[config.mk]
export PLATFORM = sky130hd
export DESIGN_NAME = feature_capability_regs
export DESIGN_NICKNAME = d
export VERILOG_FILES = /design/src/logic/capability_pkg.sv /design/src/logic/min_chunk_guard.sv /design/src/logic/feature_capability_regs.sv
export SDC_FILE = /design/constraint.sdc
export NUM_CORES = 1
export LEC_CHECK = 0
export BUFFER_PORTS_ARGS = -buffer_cell sky130_fd_sc_hd__clkbuf_2
export CAP_MARGIN = 40
export CORE_MARGIN = 2
export CORE_UTILIZATION = 25
export DETAILED_ROUTE_END_ITERATION = 16
export GPL_TIMING_DRIVEN = 0
export PLACE_DENSITY = 0.79
export SYNTH_ARGS = -nofsm -noshare
export SYNTH_HDL_FRONTEND = slang
export SYNTH_SLANG_ARGS = --single-unit
[constraint.sdc]
create_clock -name clk -period 0.95 [get_ports clk]
set_input_delay 0.0475 -clock clk [delete_from_list [all_inputs] [get_ports clk]]
set_output_delay 0.0475 -clock clk [all_outputs]
set_load 0.01 [all_outputs]
[src/logic/capability_pkg.sv]
// constants for the feature capability register block
package capability_pkg;

    // =========================================================
    // register map
    // =========================================================
    localparam int ADDR_W = 8;
    localparam int DATA_W = 32;
    localparam logic [ADDR_W-1:0] FEATURE_CAPABILITY_FLAGS_IDX = 8'h02;
    localparam logic [DATA_W-1:0] FEATURE_CAPABILITY_FLAGS_RESET = 32'h000006c3;

    // =========================================================
    // field positions
    // =========================================================
    localparam int TX_FCS_CHECK_CAP_BIT = 10;
    localparam int INDIRECT_PHY_ACCESS_CAP_BIT = 9;
    localparam int DIRECT_PHY_ACCESS_CAP_BIT = 8;
    localparam int CUT_THROUGH_CAP_BIT = 7;
    localparam int FRAME_TIMESTAMP_CAP_BIT = 6;
    localparam int ADDR_INCR_DISABLE_CAP_BIT = 5;
    localparam int TX_CHUNK_RETRY_CAP_BIT = 4;
    localparam int RESERVED_LOW_BIT = 3;
    localparam int MIN_CHUNK_PAYLOAD_EXP_LSB = 0;
    localparam int MIN_CHUNK_PAYLOAD_EXP_W = 3;
    localparam int RESERVED_HIGH_LSB = 11;

    // =========================================================
    // field reset values
    // =========================================================
    localparam logic TX_FCS_CHECK_CAP_RESET = 1'h1;
    localparam logic INDIRECT_PHY_ACCESS_CAP_RESET = 1'h1;
    localparam logic DIRECT_PHY_ACCESS_CAP_RESET = 1'h0;
    localparam logic CUT_THROUGH_CAP_RESET = 1'h1;
    localparam logic FRAME_TIMESTAMP_CAP_RESET = 1'h1;
    localparam logic ADDR_INCR_DISABLE_CAP_RESET = 1'h0;
    localparam logic TX_CHUNK_RETRY_CAP_RESET = 1'h0;
    localparam logic [MIN_CHUNK_PAYLOAD_EXP_W-1:0] MIN_CHUNK_PAYLOAD_EXP_RESET = 3'h3;

    // =========================================================
    // access sequencing
    // =========================================================
    typedef enum logic [0:0] {
        ACC_IDLE,
        ACC_ANSWER
    } acc_state_t;

endpackage

[src/logic/min_chunk_guard.sv]
// watches host chunk payload size programming against the advertised minimum
`timescale 1ns/1ps

module min_chunk_guard #(
    parameter int EXP_W = 3
) (
    input wire logic clk, // register clock
    input wire logic rst_n, // async reset, active low
    input wire logic [EXP_W-1:0] minExp, // advertised minimum exponent
    input wire logic [EXP_W-1:0] cpsField, // exponent the host programmed
    input wire logic cpsWrite, // one-cycle strobe: new value written
    output logic belowMin // last programmed size is too small
);

    logic belowMin_reg;
    logic belowMin_next;
    logic tooSmall;

    // =========================================================
    // compare and hold
    // =========================================================
    // unsigned compare: a larger exponent is always a larger payload
    assign tooSmall = cpsField < minExp;
    // flag follows every write, holds between writes
    assign belowMin_next = cpsWrite ? tooSmall : belowMin_reg;

    // level is kept so firmware bugs stay visible after the strobe
    always_ff @(posedge clk or negedge rst_n)
    begin
        if (!rst_n)
        begin
            belowMin_reg <= 1'b0;
        end
        else
        begin
            belowMin_reg <= belowMin_next;
        end
    end

    assign belowMin = belowMin_reg;

endmodule

[src/logic/feature_capability_regs.sv]
// read-only feature capability register with its register access port
`timescale 1ns/1ps

module feature_capability_regs
    import capability_pkg::*;
#(
    parameter logic [capability_pkg::MIN_CHUNK_PAYLOAD_EXP_W-1:0] MIN_EXP =
        capability_pkg::MIN_CHUNK_PAYLOAD_EXP_RESET
) (
    input wire logic clk, // register clock, 250 MHz
    input wire logic rst_n, // async reset, active low
    input wire logic regAccess, // access request strobe
    input wire logic regWrite, // 1 write, 0 read
    input wire logic [capability_pkg::ADDR_W-1:0] regAddr, // register index
    input wire logic [capability_pkg::DATA_W-1:0] regWdata, // write data
    output logic regReady, // request can be taken this cycle
    output logic regDone, // one-cycle answer pulse
    output logic regHit, // with regDone: address was mapped
    output logic [capability_pkg::DATA_W-1:0] regRdata, // read data, valid with regDone
    input wire logic [capability_pkg::MIN_CHUNK_PAYLOAD_EXP_W-1:0] cpsField, // host chunk size
    input wire logic cpsWrite, // strobe: chunk size field written
    output logic cpsBelowMin, // programmed chunk size under minimum
    output logic txFcsCheckCap, // fcs validation capability
    output logic indirectPhyAccessCap, // phy reachable indirectly
    output logic directPhyAccessCap, // phy mapped directly
    output logic cutThroughCap, // cut-through forwarding
    output logic frameTimestampCap, // time stamp capture
    output logic addrIncrDisableCap, // increment can be switched off
    output logic txChunkRetryCap, // chunk sequence and retry
    output logic [capability_pkg::MIN_CHUNK_PAYLOAD_EXP_W-1:0] minChunkPayloadExp // min exponent
);

    import capability_pkg::*;

    // =========================================================
    // declarations
    // =========================================================
    acc_state_t accState_reg;
    acc_state_t accState_next;
    logic [DATA_W-1:0] capWord;
    logic [DATA_W-1:0] capMasked;
    logic [DATA_W-1:0] cap_reg;
    logic [DATA_W-1:0] cap_next;
    logic [DATA_W-1:0] rdata_reg;
    logic [DATA_W-1:0] rdata_next;
    logic hit_reg;
    logic hit_next;
    logic done_reg;
    logic done_next;
    logic taken;
    logic addrIsCap;
    logic [DATA_W-1:0] readMux;
    logic [DATA_W-1:0] writeSeen;

    // =========================================================
    // capability word assembly
    // =========================================================
    // fields placed at their fixed positions
    assign capWord[DATA_W-1:RESERVED_HIGH_LSB] = '0;
    assign capWord[TX_FCS_CHECK_CAP_BIT] = TX_FCS_CHECK_CAP_RESET;
    assign capWord[INDIRECT_PHY_ACCESS_CAP_BIT] = INDIRECT_PHY_ACCESS_CAP_RESET;
    assign capWord[DIRECT_PHY_ACCESS_CAP_BIT] = DIRECT_PHY_ACCESS_CAP_RESET;
    assign capWord[CUT_THROUGH_CAP_BIT] = CUT_THROUGH_CAP_RESET;
    assign capWord[FRAME_TIMESTAMP_CAP_BIT] = FRAME_TIMESTAMP_CAP_RESET;
    assign capWord[ADDR_INCR_DISABLE_CAP_BIT] = ADDR_INCR_DISABLE_CAP_RESET;
    assign capWord[TX_CHUNK_RETRY_CAP_BIT] = TX_CHUNK_RETRY_CAP_RESET;
    assign capWord[RESERVED_LOW_BIT] = 1'b0;
    assign capWord[MIN_CHUNK_PAYLOAD_EXP_LSB +: MIN_CHUNK_PAYLOAD_EXP_W] = MIN_EXP;

    // reserved bits forced low per bit, so a bad parameter cannot leak into them
    genvar gi;
    generate
        for (gi = 0; gi < DATA_W; gi++)
        begin : g_mask
            if (gi >= RESERVED_HIGH_LSB || gi == RESERVED_LOW_BIT)
            begin : g_rsvd
                assign capMasked[gi] = 1'b0;
            end
            else
            begin : g_field
                assign capMasked[gi] = capWord[gi];
            end
        end
    endgenerate

    // =========================================================
    // capability holding register
    // =========================================================
    // the word is held in flops so the field outputs come from registers;
    // no write path exists, the next value is the constant itself
    assign cap_next = capMasked;

    always_ff @(posedge clk or negedge rst_n)
    begin
        if (!rst_n)
        begin
            cap_reg <= FEATURE_CAPABILITY_FLAGS_RESET;
        end
        else
        begin
            cap_reg <= cap_next;
        end
    end

    // =========================================================
    // field outputs to the rest of the device
    // =========================================================
    assign txFcsCheckCap = cap_reg[TX_FCS_CHECK_CAP_BIT];
    assign indirectPhyAccessCap = cap_reg[INDIRECT_PHY_ACCESS_CAP_BIT];
    assign directPhyAccessCap = cap_reg[DIRECT_PHY_ACCESS_CAP_BIT];
    assign cutThroughCap = cap_reg[CUT_THROUGH_CAP_BIT];
    assign frameTimestampCap = cap_reg[FRAME_TIMESTAMP_CAP_BIT];
    assign addrIncrDisableCap = cap_reg[ADDR_INCR_DISABLE_CAP_BIT];
    assign txChunkRetryCap = cap_reg[TX_CHUNK_RETRY_CAP_BIT];
    assign minChunkPayloadExp =
        cap_reg[MIN_CHUNK_PAYLOAD_EXP_LSB +: MIN_CHUNK_PAYLOAD_EXP_W];

    // =========================================================
    // access decode
    // =========================================================
    // one request in flight at a time: ready drops during the answer cycle
    assign regReady = (accState_reg == ACC_IDLE);
    assign taken = regAccess && regReady;
    assign addrIsCap = (regAddr == FEATURE_CAPABILITY_FLAGS_IDX);
    // unmapped reads answer zero rather than stale data
    assign readMux = addrIsCap ? cap_reg : '0;
    // write data is accepted and dropped; kept only as a named sink
    assign writeSeen = regWdata & '0;

    // =========================================================
    // answer sequencing
    // =========================================================
    always_comb
    begin
        accState_next = accState_reg;
        case (accState_reg)
            ACC_IDLE:
            begin
                if (taken)
                begin
                    accState_next = ACC_ANSWER;
                end
            end
            ACC_ANSWER:
            begin
                accState_next = ACC_IDLE;
            end
            default:
            begin
                accState_next = ACC_IDLE;
            end
        endcase
    end

    // answer contents: mapped reads return the word, unmapped reads zero, writes leave it untouched
    assign done_next = taken;
    assign hit_next = taken ? addrIsCap : 1'b0;
    assign rdata_next = (taken && !regWrite) ? readMux : (rdata_reg | writeSeen);

    // access state kept apart from the answer flops; ready decodes only this
    always_ff @(posedge clk or negedge rst_n)
    begin
        if (!rst_n)
        begin
            accState_reg <= ACC_IDLE;
        end
        else
        begin
            accState_reg <= accState_next;
        end
    end

    // answer strobe and hit flag stand for exactly one cycle
    always_ff @(posedge clk or negedge rst_n)
    begin
        if (!rst_n)
        begin
            done_reg <= 1'b0;
            hit_reg <= 1'b0;
        end
        else
        begin
            done_reg <= done_next;
            hit_reg <= hit_next;
        end
    end

    // read data holds until the next taken read, so a slow host can still pick it up
    always_ff @(posedge clk or negedge rst_n)
    begin
        if (!rst_n)
        begin
            rdata_reg <= '0;
        end
        else
        begin
            rdata_reg <= rdata_next;
        end
    end

    assign regDone = done_reg;
    assign regHit = hit_reg;
    assign regRdata = rdata_reg;

    // =========================================================
    // chunk payload size supervision
    // =========================================================
    // the host owns the size field; this only reports a misprogramming
    min_chunk_guard #(
        .EXP_W(MIN_CHUNK_PAYLOAD_EXP_W)
    ) u_guard (
        .clk(clk),
        .rst_n(rst_n),
        .minExp(minChunkPayloadExp),
        .cpsField(cpsField),
        .cpsWrite(cpsWrite),
        .belowMin(cpsBelowMin)
    );

endmodule

# --- Word level (Yosys, flattened, before mapping) ---
# Cells that the tools add are included.
op_classes:
  magnitude_cmp: 1
  n_eq_ne: 1
  n_mux: 4
  bitwise_logic: 1
  n_reduce_logical: 3
ops:
  columns: ["op", "n"]
  rows:
  - ["$mux W11", 1]
  - ["$eq A8 B2 Y1 const B", 1]
  - ["$lt A3 B2 Y1 const B", 1]
  - ["$logic_and A1 B1 Y1", 2]
  - ["$mux W1", 2]
  - ["$pmux W1 S2", 1]
  - ["$logic_not A1 Y1", 1]
  - ["$not A1 Y1", 1]
word_totals:
  regBits: 36
  in_bits: 48
  output_inout_bits: 46
  wordCells: 15

# --- Longest topological paths before layout ---
# Gate-level depths: netlist of run 1.
logic_depth:
  depth_word: 4
  ltp_mapped: 3
  ltp_nobuf: 3

# --- Hierarchy ---
# From an unflattened synthesis of run 1, not the netlist that was laid out.
unflattened:
  hier_cells: 66
  area_unflattened_um2: 545.5
modules_own_cells:
  columns: ["module", "n_inst", "cells_each", "area_per_inst_um2", "seq_area_each_um2"]
  rows:
  - ["feature_capability_regs", 1, 55, 456.7, 75.1]
  - ["min_chunk_guard", 1, 11, 88.8, 25.0]

# --- Worst setup path before layout of run 1 ---
# No wires, ideal clock.
synth_path:
  kind: "register to register"
  start: "register, netlist name regDone"
  end: "register rdata_reg[9], in the netlist regRdata[9]"
  setup_time_ps: 127
  arrival_time_ps: 821
  t_required_ps: 823
  slack_ps: 2
  path_stages_with_launch: 4
  path_buffers: 0
  synth_period_minus_slack_ps: 948
  path_cell_list: "dfrtp_1 -> nand2b_1 -> o21ai_1 -> o31ai_2"
synth_rtl:
  columns: ["element", "line", "source"]
  rows:
  - ["to (signal assigned)", "feature_capability_regs.sv:197", "rdata_reg <= rdata_next;"]
  - ["to (decl)", "feature_capability_regs.sv:44", "logic [DATA_W-1:0] rdata_reg;"]

==> results of run 1 <==
power groups by stage:
stage | clock network, W | logic (W) | registers (W)
finish | 0.000200 | 0.000260 | 0.000185
global route | 0.000224 | 0.000285 | 0.000186
CTS | 0.000213 | 0.000254 | 0.000185
detailed placement | 0 | 0.000246 | 0.000187
global placement | 0 | 0.000244 | 0.000185
floorplan | 0 | 0.000191 | 0.000190
cell usage after synthesis:
master	number	area share, %
o21ai_1	1	1.0
nand2b_1	1	1.3
dfrtp_1	4	20
nor4_2	1	2.5
inv_1	2	1.5
conb_1	2	1.5
nor4b_2	1	3.0
o31ai_2	1	2.5
a21oi_1	1	1.0
nor2_1	1	0.75
nand2_1	1	0.75
buf_4	41	62
mux2_2	1	2.3
stage by stage:
stage,instances,total power (W)
final,148,0.0006447
after floorplan,92,0.0003807
after detailed placement,144,0.0004324
after global placement,144,0.0004291
after global routing,148,0.0006940
after CTS,148,0.0006513
area by class of cell:
class | instances | area share (%)
Buffer | 41 | 37.27
Multi-Input combinational cell | 45 | 26.36
Timing Repair Buffer | 26 | 16.36
Sequential cell | 4 | 12.27
Tap cell | 27 | 4.091
Clock buffer | 3 | 2.727
Inverter | 2 | 0.9091
what timing repair did:
item                       in CTS  in global routing
buffers inserted                0                  0
gates resized for setup         2                  0
hold endpoints to repair        4                  0
hold buffers                    1                  0
setup endpoints to repair       6                  6
pin swaps                       0                  0
layer usage:
layer / routed length, um / GRT usage, % / up-vias
met4: 0 / 5.714 / 0
met5: 0 / 0 / -
met1: 291 / 7.619 / 164
met3: 154 / 3.086 / 0
met2: 514 / 14.38 / 38
li1: - / - / 229
worst max path at each step:
stage	endpoint	cells past startpoint	slack, ps	start
3_5_place_dp	regRdata[9]	3	-40	regDone
4_1_cts	regRdata[7]	2	-30	regRdata[9]
5_1_grt	regRdata[9]	2	-60	regRdata[9]
6_report	regRdata[10]	2	-30	regRdata[9]
2_1_floorplan	regRdata[9]	3	2	regDone
3_3_place_gp	regRdata[9]	3	10	regDone
logic make-up (layout without fill, tap and decap cells):
| family | after synthesis | after routing |
|---|---|---|
| AOI/OAI and AO/OA | 3 | 3 |
| buffers and inverters | 43 | 72 |
| DFF | 4 | 4 |
| muxes | 1 | 1 |
| other | 2 | 36 |
| and+or+nand+nor | 5 | 5 |
==> results by group, run 1 <==
Clock network
  – Longest Clk Path Bufs: 2
  – CTS tree: done
  – CTS Root Cell: clkbuf_4
  – Clock Sinks: 4
  – Worst-Skew Late Latency: 230 ps
  – Total clock buffers created by CTS: 3
  – Clock transition at path regs: 30 ps
  – H-tree depth: 1

Timing
  – Setup Skew: 1.520 ps
  – Setup TNS: -132.6 ps
  – Fin worst setup slack: -27.46 ps
  – RSZ-0062 raised after global routing: true
  – Final setup violation count: 5
  – Minimum clock period: 977.5 ps
  – Slew Viols, Final: 0
  – Final Hold Viols: 0
  – Fin crit share: 102.9%
  – FMAX: 1023 MHz
  – Worst hold slack: 38.69 ps

Floorplanning
  – Chip height: 48.63 um
  – Site Rows: 16
  – Starting density of the core: 25.91%
  – IO Pins: 94
  – Die span in x: 48.63 um
  – Die Area: 0.002365 sq mm
  – Core area: 0.001922 sq mm

Setup path
  – CP max stage delay: 440 ps
  – Crit-path slowest cell: dfrtp_2
  – Worst-path cell chain: buf_4, clkbuf_2
  – WP buf/inv: 2
  – Worst r2r dst: regRdata[9]
  – Reg2reg path depth: 3
  – Crit path DAT: 930 ps
  – R2R Path Start: regDone
  – Setup slack, reg-to-reg: 40 ps
  – Crit Path Class: flop to primary output
  – Crit path launch type: flop
  – Delay-heaviest family, CP: flip-flops
  – Crit path max fanout: 7
  – Crit end category: primary output
  – CP Data Required Time: 900 ps

Place
  – DP HPWL: 902.9 um
  – PortBufs: 25
  – Place WS: -42.86 ps
  – Gp weighted congestion: 0.5916
  – Dpl cell area: 784.5 sq um

Route
  – Post-DR vias/cell: 2.912
  – Drt pass-1 iters: 4
  – Drt total wl: 959 um
  – Iteration-0 DRC Markers: 1
  – Vias: 431
  – Drc violations: 0
  – Drt wl/cell: 6.480 um
  – Antenna Nets Post-Route: 0

Yosys
  – Synth Area in Adders: 0%
  – Syn Area/Cell: 8.586 sq um
  – Post-Synth Simple-Gate Area: 8.291%
  – Largest family of logic cells by synthesized area: buffers and inverters
  – Post-Syn Area: 498.0 sq um
  – YS warnings: 0
  – Post-synthesis xor/xnor area fraction: 0%
  – Sequential fraction of the synthesis area: 20.10%
  – Synth Instances: 58
  – Post-synthesis cell type count: 13
  – #FFs+latches synth: 4
  – Mux contribution to synthesized area: 2.261%
  – Compound-Gate Fraction of Synth Area: 4.523%

Flow run
  – Max-Cap Viols: 0

Power
  – Cell internal pwr: 0.0004618 W
  – Gate power share: 40.3%
  – Peak supply drop: 350.6 uV
  – Clock power frac: 31.0%
  – P_sw: 0.0001829 W
  – Sequential power share: 28.7%
  – Static leakage: 0.5421 nW
  – Pwr/cell area: 780.7 mW/mm^2
  – Switch share: 28.37%

Cells and area
  – Commonest non-fill, non-tap cell in the layout: buf_4
  – Register cell area after layout: 101.3 sq um
  – # diodes: 0
  – Finished Core Util: 42.97%
  – Area grow syn2layout: 65.83%
  – Share of cells above drive strength 1: 61.98%
  – Area of the multi-input gates: 217.7 sq um
  – Design area: 825.8 sq um
  – Final net count: 171
  – Most frequent cells in the layout: 41 x buf_4, 36 x conb_1, 25 x clkbuf_2, 3 x clkbuf_4, 3 x dfrtp_1
  – Filler cells: 197

Worst hold path
  – HP Class: primary input to flop
  – Hold Path Sink: regRdata[9]
  – HP Start: regWrite
  – Worst hold path depth: 2

Global route
  – GRT overflow: 0
  – First-pass GRT wire length: 1504 um
  – Pin count of the biggest net entering global routing: 8
  – Vias in the first global route: 338
  – GRT Util Overall: 8.122%
  – Initial antenna violation count: 0

Outcome
  – Status: complete, but fails checks
  – Failing checks: setup timing
Note: power is estimated with default switching activity, not from simulation.
==> run 2: changes to the inputs <==
--- a/config.mk
+++ b/config.mk
@@ -12,6 +12,7 @@
 export DETAILED_ROUTE_END_ITERATION = 16
 export GPL_TIMING_DRIVEN = 0
 export PLACE_DENSITY = 0.79
+export REMOVE_ABC_BUFFERS = 1
 export SYNTH_ARGS = -nofsm -noshare
 export SYNTH_HDL_FRONTEND = slang
 export SYNTH_SLANG_ARGS = --single-unit
==> results by group, run 2 (synthesized netlist as in run 1, its figures left out) <==
Outcome
  – Status: finished clean

Floorplanning
  – Chip height: 48.63 um
  – IO Pins: 94
  – Die Area: 0.002365 sq mm
  – Die span in x: 48.63 um
  – Site Rows: 16
  – Core area: 0.001922 sq mm
  – Starting density of the core: 25.91%

Cells and area
  – Most frequent cells in the layout: 36 x conb_1, 25 x clkbuf_2, 4 x dfrtp_1, 3 x clkbuf_4, 2 x inv_1
  – Cell Count, Final, Fillers Out: 107
  – Filler cells: 222
  – Finished Core Util: 27.08%
  – Share of cells above drive strength 1: 42.50%
  – Commonest non-fill, non-tap cell in the layout: conb_1
  – Final net count: 130
  – Area grow syn2layout: 4.522%
  – # diodes: 0

Power
  – Switch share: 31.54%
  – P_sw: 0.0001685 W
  – Clock power frac: 38.5%
  – Pwr/cell area: 1026 mW/mm^2
  – Total Power: 0.0005342 W
  – Peak supply drop: 211.1 uV
  – Cell internal pwr: 0.0003657 W
  – Gate power share: 27.0%
  – Sequential power share: 34.4%
  – Static leakage: 0.3283 nW

Global route
  – Pin count of the biggest net entering global routing: 8
  – First-pass GRT wire length: 883 um
  – Initial antenna violation count: 0
  – GRT overflow: 0
  – Vias in the first global route: 261
  – GRT Util Overall: 5.595%

Worst hold path
  – Worst hold path depth: 2
  – HP Class: primary input to flop

Setup path
  – Crit Path Class: flop to primary output
  – Crit path launch type: flop
  – Crit path DAT: 830 ps
  – CP max stage delay: 430 ps
  – Worst path depth: 1
  – Reg2reg path depth: 3
  – Worst-path cell chain: clkbuf_2
  – Crit path max fanout: 7
  – Crit-path slowest cell: dfrtp_1
  – CP Data Required Time: 900 ps
  – WP buf/inv: 1
  – Crit end category: primary output
  – Delay-heaviest family, CP: flip-flops

Route
  – Iteration-0 DRC Markers: 2
  – Drt wl/cell: 6.383 um
  – Drc violations: 0
  – Drt pass-1 iters: 2
  – Post-DR vias/cell: 3.093
  – Drt total wl: 683 um
  – Vias: 331
  – Antenna Nets Post-Route: 0

Clock network
  – Clock transition at path regs: 40 ps
  – Worst-Skew Late Latency: 230 ps
  – Post-CTS setup buffers: 0
  – Total clock buffers created by CTS: 3
  – H-tree depth: 1
  – Clock Sinks: 4
  – CTS Root Cell: clkbuf_4
  – Longest Clk Path Bufs: 2
  – CTS tree: done

Timing
  – Final Hold Viols: 0
  – RSZ-0062 raised after global routing: false
  – Fin worst setup slack: 72.57 ps
  – Final setup violation count: 0
  – Setup Skew: 1.254 ps
  – Slew Viols, Final: 0
  – Minimum clock period: 877.4 ps
  – Fin crit share: 92.36%
  – FMAX: 1140 MHz
  – Worst hold slack: 30.59 ps

Place
  – Place WS: 5.772 ps
  – DP HPWL: 594.4 um
  – PortBufs: 25
  – Dpl cells: 103
  – Gp weighted congestion: 0.5946

Flow run
  – Max-Cap Viols: 0
run 2: changes by cell type in the layout (fill, tap and decap cells not counted), sizes merged:
| cell | delta |
|---|---|
| buf | -41 |
run 2: power groups by stage:
stage | combinational, W | clock [W] | sequential, W
finish | 0.000144 | 0.000206 | 0.000184
global route | 0.000158 | 0.000224 | 0.000185
CTS | 0.000136 | 0.000217 | 0.000183
detailed placement | 0.000133 | 0 | 0.000185
global placement | 0.000132 | 0 | 0.000186
floorplan | 0.0000788 | 0 | 0.000190
run 2: per-stage QoR:
step	area, sq um	TNS [ps]
after global placement	476.7	0
final	520.5	0
after floorplan	317.8	-32.17
after CTS	509.2	0
after detailed placement	476.7	0
after global routing	520.5	0
run 2: area by class of cell:
| class | instances | area (sq um) | share of cell area, % |
|---|---|---|---|
| clock buffer | 3 | 22.52 | 4.327 |
| inverter | 2 | 7.507 | 1.442 |
| multi-input combinational | 45 | 221.5 | 42.55 |
| sequential | 4 | 100.1 | 19.23 |
| tap | 27 | 33.78 | 6.490 |
| timing repair buffer | 26 | 135.1 | 25.96 |
run 2: what timing repair did:
action,CTS,global route
hold buffers,1,0
gates resized for setup,0,3
endpoints found under the setup margin,0,1
hold endpoints to repair,4,0
run 2: routing by layer:
metal | share of wire [%] | track usage [%]
met3 | 30 | 4.938
met1 | 24 | 3.250
met2 | 43 | 9.361
met4 | 2.5 | 5.714
met5 | 0 | 0
run 2: path summary, 6_finish.rpt:
path                                        from               end  slack (ps)
max in group asynchronous                  rst_n            regHit         660
min in group asynchronous                  rst_n       regRdata[9]         170
worst min register to register  u_guard.belowMin  u_guard.belowMin         510
worst min-delay path                    regWrite       regRdata[9]          30
worst max register to register           regDone       regRdata[9]          90
worst max-delay path                 regRdata[9]       regRdata[9]          70
==> run 3: changes to the inputs <==
--- a/config.mk
+++ b/config.mk
@@ -11,7 +11,7 @@
 export CORE_UTILIZATION = 25
 export DETAILED_ROUTE_END_ITERATION = 16
 export GPL_TIMING_DRIVEN = 0
-export PLACE_DENSITY = 0.79
+export PLACE_DENSITY = 0.87
 export REMOVE_ABC_BUFFERS = 1
 export SYNTH_ARGS = -nofsm -noshare
 export SYNTH_HDL_FRONTEND = slang
==> results by group, run 3 (synthesized netlist as in run 1, its figures left out) <==
Floorplanning
  – Die span in x: 48.63 um
  – Starting density of the core: 25.91%
  – Core area: 0.001922 sq mm
  – Chip height: 48.63 um
  – Die Area: 0.002365 sq mm
  – IO Pins: 94
  – Site Rows: 16

Setup path
  – Setup slack, reg-to-reg: 60 ps
  – Worst r2r dst: regRdata[9]
  – WP buf/inv: 1
  – Reg2reg path depth: 3
  – Worst-path cell chain: clkbuf_2
  – Crit-path slowest cell: dfrtp_1
  – Crit Path Class: flop to primary output
  – CP Data Required Time: 900 ps
  – CP max stage delay: 440 ps
  – Crit end category: primary output
  – R2R Path Start: regDone
  – Crit path launch type: flop
  – Crit path max fanout: 7
  – Crit path DAT: 840 ps
  – Delay-heaviest family, CP: flip-flops

Worst hold path
  – Worst hold path depth: 2
  – Hold Path Sink: regRdata[9]
  – HP Class: primary input to flop
  – HP Start: regWrite

Route
  – Drt total wl: 719 um
  – Post-DR vias/cell: 3.028
  – Antenna Nets Post-Route: 0
  – Vias: 324
  – Drc violations: 0
  – Drt wl/cell: 6.720 um
  – Iteration-0 DRC Markers: 3
  – Drt pass-1 iters: 2

Timing
  – Setup Skew: 0.7186 ps
  – Fin crit share: 93.92%
  – Slew Viols, Final: 0
  – Fin worst setup slack: 57.80 ps
  – FMAX: 1121 MHz
  – RSZ-0062 raised after global routing: true
  – Final setup violation count: 0
  – Setup TNS: 0 ps
  – Minimum clock period: 892.2 ps
  – Final Hold Viols: 0

Place
  – PortBufs: 25
  – Place WS: -3.443 ps
  – Dpl cells: 103
  – DP HPWL: 670.1 um
  – Gp weighted congestion: 0.5945

Power
  – Pwr/cell area: 1031 mW/mm^2
  – Static leakage: 0.3278 nW
  – Total Power: 0.0005329 W
  – Peak supply drop: 429.2 uV

Outcome
  – Status: finished clean

Clock network
  – Post-CTS setup buffers: 0
  – CTS tree: done
  – Clock transition at path regs: 40 ps
  – H-tree depth: 1
  – Longest Clk Path Bufs: 2
  – Worst-Skew Late Latency: 230 ps
  – Total clock buffers created by CTS: 3
  – Clock Sinks: 4
  – CTS Root Cell: clkbuf_4

Cells and area
  – Most frequent cells in the layout: 36 x conb_1, 25 x clkbuf_2, 4 x dfrtp_1, 3 x clkbuf_4, 2 x inv_1
  – Commonest non-fill, non-tap cell in the layout: conb_1
  – Final net count: 130
  – Cell Count, Final, Fillers Out: 107
  – # diodes: 0
  – Share of cells above drive strength 1: 41.25%
  – Area grow syn2layout: 3.769%
  – Finished Core Util: 26.89%

Global route
  – GRT Util Overall: 6.307%
  – First-pass GRT wire length: 1028 um
  – GRT overflow: 0
  – Initial antenna violation count: 0
  – Vias in the first global route: 269
  – Pin count of the biggest net entering global routing: 8

Flow run
  – Max-Cap Viols: 0
run 3: cell count changes in the layout (fill, tap and decap cells not counted):
| cell | delta |
|---|---|
| o21ai_1 | +1 |
| o21ai_2 | -1 |
run 3: worst max path at each step:
stage                startpoint     endpoint  slack [ps]  depth (start not counted)
floorplan           regRdata[9]  regRdata[9]         -30                          2
global placement        regDone  regRdata[9]           8                          3
detailed placement      regDone  regRdata[9]          -3                          3
CTS                 regRdata[9]  regRdata[1]          50                          1
global route            regDone  regRdata[9]         -20                          3
finish              regRdata[9]  regRdata[1]          60                          1
run 3: timing repair:
item / in CTS / in global routing
hold buffers: 1 / 0
gates resized for setup: 1 / 0
hold endpoints to repair: 4 / 0
setup endpoints to repair: 1 / 6
run 3: through the flow:
step / area, sq um / hold slack (ps)
floorplan: 317.8 / -248.1
global placement: 476.7 / -142.6
detailed placement: 476.7 / -138.6
CTS: 516.7 / 16.70
global route: 516.7 / 32.09
finish: 516.7 / 21.84
run 3: layout make-up:
type | instances | area [sq um]
fill | 220 | 1405
multi-input combinational | 45 | 217.7
timing repair buffer | 26 | 135.1
sequential | 4 | 100.1
tap | 27 | 33.78
clock buffer | 3 | 22.52
inverter | 2 | 7.507
run 3: metal layers:
metal	vias up	track usage (%)	share of wire, %
met1	134	5.344	27
li1	146	-	-
met2	42	9.132	47
met4	0	4.286	1.4
met5	-	0	0
met3	2	6.173	24
run 3: where the power goes:
group	leakage (nW)	switching (W)	internal, W
combinational	0.261	0.0000974	0.0000453
clock	0.0138	0.0000656	0.000141
sequential	0.0527	0.00000432	0.000179
